--- src/verilog/pcl_consts.vh ---
// Purpose: Constants for the program counter load logic.
// Assumes: Included by bare name from design files.
// Notes:   Definitions only.
`ifndef PCL_CONSTS_VH
`define PCL_CONSTS_VH
`define PCL_PC_WIDTH      15
`define PCL_LOW_WIDTH     8
`define PCL_HIGH_WIDTH    7
`define PCL_CALL_WIDTH    11
`define PCL_BRANCH_WIDTH  9
`define PCL_PC_RESET      15'h0000
`define PCL_LOW_RESET     8'h00
`define PCL_LATCH_RESET   7'h00
`define PCL_OP_NONE       3'h0
`define PCL_OP_WRITE_LOW  3'h1
`define PCL_OP_ADD_LOW    3'h2
`define PCL_OP_CALL       3'h3
`define PCL_OP_CALL_IND   3'h4
`define PCL_OP_ACC_BRANCH 3'h5
`define PCL_OP_LIT_BRANCH 3'h6
`define PCL_OP_INCR       3'h7
`endif

--- src/verilog/pcl_program_counter.v ---
// Purpose: Program counter sequencing and load logic for a small 8-bit core.
// Assumes: One operation per cycle, decoded by the instruction decoder.
// Notes:   Stack and decoder live outside; this block only forms addresses.
// What this block does
// - Program counter is a 15-bit register addressing program memory.
// - Low byte of counter is readable and writable as a data register.
// - Upper seven bits have no direct access; loaded from high latch, call operand or branch sums.
// - Any reset clears every counter bit to zero.
// - Writing the low byte also loads upper bits from latch together.
// - Computed jump adds offset to low byte; upper bits from latch, no carry.
// - Absolute call loads low byte and bits 2:0 from operand, 6:3 latch.
// - Indirect call loads low byte from accumulator, upper bits from latch.
// - Accumulator branch loads incremented address plus unsigned accumulator.
// - Literal branch loads incremented address plus sign-extended operand.
`timescale 1ns/1ns
`include "pcl_consts.vh"
module pcl_program_counter #(
   parameter PC_W = `PCL_PC_WIDTH
) (
   // Clock and reset
   input  wire            sys_clk,
   input  wire            reset,
   // Decoded operation and operands
   input  wire [2:0]      op_code,
   input  wire [7:0]      low_wr_data,
   input  wire [7:0]      accumulator,
   input  wire [10:0]     call_operand,
   input  wire [8:0]      branch_operand,
   // High latch write
   input  wire            latch_wr_en,
   input  wire [6:0]      latch_wr_data,
   // Counter and read-back
   output reg  [PC_W-1:0] program_counter,
   output reg  [7:0]      counter_low_byte_reg,
   output reg  [6:0]      counter_high_latch,
   // Return address to the stack
   output reg             push_valid,
   output reg  [PC_W-1:0] push_address
);
   wire [6:0]      latch_q;
   reg  [PC_W-1:0] pc_next;
   wire [PC_W-1:0] pc_incr;
   wire [7:0]      low_sum;
   wire [PC_W-1:0] acc_branch_target;
   wire [PC_W-1:0] lit_branch_target;
   wire            is_call;

   pcl_high_latch #(
      .WIDTH (`PCL_HIGH_WIDTH)
   ) pcl_high_latch_inst (
      .sys_clk (sys_clk),
      .reset   (reset),
      .wr_en   (latch_wr_en),
      .wr_data (latch_wr_data),
      .latch_q (latch_q)
   );

   // The counter still holds the current instruction's address when it executes; pc_incr is the next one.
   assign pc_incr           = program_counter + 15'h0001;
   // Eight-bit sum on purpose: the carry out of the low byte is dropped.
   assign low_sum           = program_counter[7:0] + low_wr_data;
   assign acc_branch_target = pc_incr + {7'h00, accumulator};
   assign lit_branch_target = pc_incr + {{6{branch_operand[8]}}, branch_operand};
   assign is_call           = (op_code == `PCL_OP_CALL) || (op_code == `PCL_OP_CALL_IND);

   always @* begin
      pc_next = program_counter;
      case (op_code)
         `PCL_OP_WRITE_LOW: begin
            pc_next = {latch_q, low_wr_data};
         end
         `PCL_OP_ADD_LOW: begin
            pc_next = {latch_q, low_sum};
         end
         `PCL_OP_CALL: begin
            pc_next = {latch_q[6:3], call_operand};
         end
         `PCL_OP_CALL_IND: begin
            pc_next = {latch_q, accumulator};
         end
         `PCL_OP_ACC_BRANCH: begin
            pc_next = acc_branch_target;
         end
         `PCL_OP_LIT_BRANCH: begin
            pc_next = lit_branch_target;
         end
         `PCL_OP_INCR: begin
            pc_next = pc_incr;
         end
         default: begin
            pc_next = program_counter;
         end
      endcase
   end

   always @(posedge sys_clk) begin
      if (reset) begin
         program_counter      <= `PCL_PC_RESET;
         counter_low_byte_reg <= `PCL_LOW_RESET;
         counter_high_latch   <= `PCL_LATCH_RESET;
         push_valid           <= 1'b0;
         push_address         <= `PCL_PC_RESET;
      end else begin
         program_counter      <= pc_next;
         counter_low_byte_reg <= pc_next[7:0];
         counter_high_latch   <= latch_q;
         push_valid           <= is_call;
         push_address         <= is_call ? pc_incr : push_address;
      end
   end
endmodule // pcl_program_counter

--- src/verilog/pcl_high_latch.v ---
// Purpose: High-latch register that stages the upper program counter bits.
// Assumes: Written by the core data path on the same clock.
// Notes:   Value is used as a source for the upper counter bits and for read-back.
`timescale 1ns/1ns
`include "pcl_consts.vh"
module pcl_high_latch #(
   parameter WIDTH = `PCL_HIGH_WIDTH
) (
   // Clock and reset
   input  wire             sys_clk,
   input  wire             reset,
   // Write port
   input  wire             wr_en,
   input  wire [WIDTH-1:0] wr_data,
   // Latched value
   output reg  [WIDTH-1:0] latch_q
);
   always @(posedge sys_clk) begin
      if (reset) begin
         latch_q <= `PCL_LATCH_RESET;
      end else if (wr_en) begin
         latch_q <= wr_data;
      end
   end
endmodule // pcl_high_latch

--- config.mk ---
export PLATFORM = sky130hd
export DESIGN_NAME = pcl_program_counter
export DESIGN_NICKNAME = d
export VERILOG_FILES = /design/src/verilog/pcl_program_counter.v /design/src/verilog/pcl_high_latch.v
export VERILOG_INCLUDE_DIRS = /design/src /design/src/verilog
export SDC_FILE = /design/constraint.sdc
export NUM_CORES = 1
export LEC_CHECK = 0
export BUFFER_PORTS_ARGS = -buffer_cell sky130_fd_sc_hd__buf_2
export CAP_MARGIN = 20
export CORE_MARGIN = 5
export CORE_UTILIZATION = 40
export DETAILED_ROUTE_END_ITERATION = 6
export GPL_ROUTABILITY_DRIVEN = 0
export SYNTH_ARGS = -nofsm -noshare
export SYNTH_HDL_FRONTEND = slang
export SYNTH_SLANG_ARGS = --single-unit
--- constraint.sdc ---
create_clock -name sys_clk -period 5.35 [get_ports sys_clk]
set_clock_uncertainty 0.05 [all_clocks]
set_input_delay 1.07 -clock sys_clk [delete_from_list [all_inputs] [get_ports sys_clk]]
set_output_delay 1.07 -clock sys_clk [all_outputs]
set_load 0.01 [all_outputs]
=== Word level (Yosys, flattened, before mapping) ===
Cells that the tools add are included.

* Input port bits: 49
* Register bits: 45
* Output and inout port bits: 46
* Word-level logic and storage cells: 20

* Mux-type cells: 1
* Eq/ne operators: 7
* Reductions and logical operators: 2
* $add $sub $neg: 4

{| class="wikitable"
|+ Operator list
! operator !! number
|-
| one-hot mux 15 bit (7 select lines) || 1
|-
| adder 15 x 1 -> 15 bit (second input constant) || 1
|-
| adder 15 bit || 1
|-
| adder 15 x 8 -> 15 bit || 1
|-
| equality test 3 bit (second input constant) || 4
|-
| adder 8 bit || 1
|-
| nonzero test 7 bit || 1
|-
| equality test 3 x 2 -> 1 bit (second input constant) || 2
|-
| equality test 3 x 1 -> 1 bit (second input constant) || 1
|-
| logical OR 1 bit || 1
|}

=== Logic depth before layout (Yosys ltp) ===
* Word-level depth: 3
* Gate-level depth with buffers: 14
* Mapped depth without buffers: 12

=== Hierarchy ===
From an unflattened synthesis, not the netlist that was laid out.

* Cell total of the unflattened synthesis: 407
* Area, all modules: 3560.9 um^2

{| class="wikitable"
|+ By module, submodules not included
! module !! area each (um^2) !! cells an instance !! seq. area each (um^2) !! instances
|-
| pcl_program_counter || 3313.2 || 385 || 760.7 || 1
|-
| pcl_high_latch || 247.7 || 22 || 140.1 || 1
|}

=== Worst setup path after synthesis ===
OpenSTA, ideal clock, no wires.

* Kind: input -> register
* Start: input port op_code[2]
* End: register program_counter[12]
* Required time: 5169 ps
* Buffers on the path: 2
* Stages on the path: 13
* Library setup time: 131 ps
* Data arrival time: 4032 ps
* Path slack: 1138 ps
* Cell sequence: buf_2 > buf_1 > nand3_1 > mux2_2 > ha_1 > fa_1 > a211oi_1 > o21ai_0 > a31oi_1 > o221ai_2 > a31oi_1 > xor2_1 > o22ai_1

* Cells in the longest elaborated chain, start to end: 2
* Elaborated cells on any way between the ends: 9
* Classes of those cells: 7 x eq/ne; 1 x mux; 1 x reduce/logical

{| class="wikitable"
|+ RTL lines
! item !! line !! source
|-
| from (decl) || pcl_program_counter.v:24 || <nowiki>input wire [2:0] op_code,</nowiki>
|-
| equality test 3 bit, or another cell as far along || pcl_program_counter.v:68 || <nowiki>case (op_code)</nowiki>
|-
| one-hot mux 15 bit (7 select lines) / nonzero test 7 bit (equally long branches) || - ||
|-
| to (signal assigned) || pcl_program_counter.v:98 || <nowiki>program_counter <= `PCL_PC_RESET;</nowiki>
|-
| to (signal assigned) || pcl_program_counter.v:104 || <nowiki>program_counter <= pc_next;</nowiki>
|-
| to (decl) || pcl_program_counter.v:33 || <nowiki>output reg [PC_W-1:0] program_counter,</nowiki>
|}

Parallel ways exist; a longest one is shown, timed or not.
A chain may end at the register's enable or synchronous reset.

=== Worst setup path after layout ===
* Start: input port op_code[0]
* End: register program_counter[12]

Same word-level chain as after synthesis.

==> metrics.md <==
| Metric | Value |
|---|---|
| Routed vias/inst | `5.64` |
| Worst-path cell chain | `buf_2 > inv_1 > nand3_1 > mux2_2 > ha_1 > fa_1 > a211oi_1 > o21ai_0 > a31oi_1 > o221ai_2 > a31oi_1 > xor2_1 > o22ai_1` |
| Max Cap Viol | `0` |
| # rows | `34` |
| Clock-pin slew on the worst setup and hold paths | `0.09 ns` |
| Status | `completed` |
| IO Port Bufs | `94` |
| Tightest Pin Transition | `0.857 ns` |
| Sequential share of the synthesized area | `25.6%` |
| Htree depth | `2` |
| Switch share | `37.0%` |
| Post-CTS Setup Bufs | `0` |
| R2r setup slk | `1.72 ns` |
| #FFs+latches synth | `45` |
| Fin. Hold Viols | `0` |
| Sw power | `356 uW` |
| Antenna cells | `0` |
| Data required, critical path | `5.46 ns` |
| CP Launch Type | `input port` |
| Final worst path period need | `4.29 ns` |
| Layout cell share with drive strength beyond 1 | `27.8%` |
| Synth cell count leaders | `nor2_1, dfxtp_1, nand2_1` |
| Layout overhead on the synthesized area | `15.9%` |
| Post-Route Utilization | `47.3%` |
| Vias in the first global route | `3,212` |
| Area leader, netlist | `dfxtp_1` |
| CP endpoint kind | `register` |
| Via count | `3,382` |
| GRT Total Usage | `18.6%` |
| Grt ovf | `0` |
| Syn Nets | `486` |
| Yosys cell types | `65` |
| CTS Root Cell | `clkbuf_8` |
| Die area | `0.0108 mm2` |
| Remaining DRCs | `0` |
| Initial Util | `40.8%` |
| Clock Latency Late Sink | `0.31 ns` |
| WL/cell | `17.3 um` |
| DR iter-0 viols | `327` |
| Synthesized netlist cell count | `415` |
| Delay-heaviest family, CP | `compound AO/OA/AOI/OAI gates` |
| # nets final | `562` |
| Unrepaired setup endpoints after global routing | `false` |
| CTS Sinks | `45` |
| CTS resizes | `0` |
| First-pass GRT wire length | `16.6 mm` |
| Final HPWL DP | `8.13 mm` |
| Pwr dens | `235 mW/mm2` |
| CTS Hold Bufs | `0` |
| CTS buffer count | `5` |
| Pins Over Slew Limit | `0` |
| Post-synth top area share | `25.6%` |
| Die width | `104 um` |
| Power share of the clock group | `23.2%` |
| Yosys warning count | `0` |
| Count leader, synth | `nor2_1` |
| Initial antenna violation count | `0` |
| CORE AREA | `0.00864 mm2` |
| 1st-pass router iterations | `7` |
| Largest net degree at the start of global routing | `47` |
| CP most frequent cell | `a31oi_1` |
| Crit path max fanout | `11` |
| Internal power | `605 uW` |
| Post-detailed-routing wire length | `10.4 mm` |
| Die Ht | `104 um` |
| Register share of total power | `40.7%` |
| Max reg flops | `15` |
| IO Count | `95` |
| Buffers & Inverters on Critical Path | `2` |
| Final period util | `80.1%` |
| Critical path arrival | `4.40 ns` |
| Post-Syn Area | `0.00352 mm2` |
| Syn_area_per_cell | `8.49 um2` |
| Detail Route Antenna Nets | `0` |
| Peak supply drop | `0.0965 mV` |
| Worst hold path type | `register to register` |
| Worst path slowest cell | `fa_1` |
| Logic pwr share | `36.1%` |
| Number of flops mapped to enable cells by yosys | `0` |
| Synth top area cells | `dfxtp_1, ha_1, mux2i_1, nor2_1, xnor2_1` |
| Worst path max stage delay | `0.41 ns` |
| Critical path type | `input port to register` |
| Fmax | `233 MHz` |
| P_leak | `1.85 nW` |
| CTS tree | `done` |
| Ys flop type | `dfxtp_1` |
| Fin Setup TNS | `0 ns` |
| Endpoints failing setup | `0` |
| Slew HR | `42.9%` |
| CTS max path bufs | `2` |
| Post-synth ARST share | `0%` |
## power groups by stage
stage / combinational, mW / clock [mW] / sequential (mW)
2_1_floorplan: 0.243 / 0 / 0.399
3_5_place_dp: 0.342 / 0 / 0.399
4_1_cts: 0.345 / 0.229 / 0.391
3_3_place_gp: 0.338 / 0 / 0.398
5_1_grt: 0.383 / 0.241 / 0.396
6_report: 0.346 / 0.223 / 0.391
## cell usage in the layout (no fill, tap or decap), types with 7 or more instances in the layout
cell | synthesis | final
nand2_1 | 32 | 32
a211oi_1 | 13 | 13
a221oi_1 | 14 | 14
nor2_1 | 46 | 46
dfxtp_1 | 45 | 45
o21ai_0 | 16 | 16
nand3_1 | 15 | 15
mux2_2 | 9 | 9
inv_1 | 12 | 12
a21oi_1 | 21 | 21
xnor2_1 | 19 | 19
mux2i_1 | 18 | 18
a21o_1 | 7 | 7
buf_2 | 3 | 94
xor2_1 | 12 | 12
ha_1 | 20 | 20
## metrics by stage
stage | hold slack [ns] | instance area, um2 | cells | power (mW) | setup WS, ns
after floorplan | 0.384 | 3520 | 415 | 0.642 | 1.14
after global placement | 0.403 | 3990 | 592 | 0.736 | 0.901
after detailed placement | 0.404 | 3990 | 592 | 0.741 | 0.718
after CTS | 0.419 | 4080 | 600 | 0.965 | 1.04
after global routing | 0.465 | 4080 | 600 | 1.02 | 0.741
final | 0.415 | 4080 | 600 | 0.960 | 1.06
## per-layer routing
metal	wire length, um	track usage [%]
met1	4810	26.1
met2	4730	28.6
met3	646	3.30
met4	215	6.20
met5	0	0
## cell families (layout without fill, tap and decap cells)
family,after synthesis,count (layout),share of synthesized area [%]
simple gates,129,129,18.0
compound gates,112,112,22.6
flops,45,45,25.6
buf+inv,43,120,6.39
xor+xnor,33,33,8.95
mux,30,30,9.91
fa+ha+maj,23,23,8.56
## worst register-to-register path: stages (launching register included)
cell and delay (ns):
dfxtp_1 0.59, ha_1 0.41, nand3_1 0.13, xor2_1 0.35, inv_1 0.09, ha_1 0.33
o21a_1 0.21, and3_1 0.18, a221o_1 0.35, maj3_2 0.35, a41oi_2 0.20, xor2_1 0.16
o22ai_1 0.09
## path summary, 6_finish.rpt
kind                                               start                          endpoint  cells past startpoint
min          pcl_high_latch_inst.latch_q[6]$_SDFFE_PP0P_  counter_high_latch[6]$_SDFF_PP0_                      2
min reg2reg  pcl_high_latch_inst.latch_q[6]$_SDFFE_PP0P_  counter_high_latch[6]$_SDFF_PP0_                      2
max reg2reg         counter_low_byte_reg[1]$_SDFFE_PP0P_  program_counter[13]$_SDFFE_PP0P_                     12
max                                           op_code[0]  program_counter[12]$_SDFFE_PP0P_                     13
## layout make-up
type / count / area, um2
fill: 915 / 4550
multi-input combinational: 327 / 2400
sequential: 45 / 901
timing repair buffer: 98 / 500
tap: 108 / 135
clock buffer: 5 / 68.8
inverter: 14 / 52.6
clock inverter: 3 / 25.0
(Power assumes the default switching activity.)
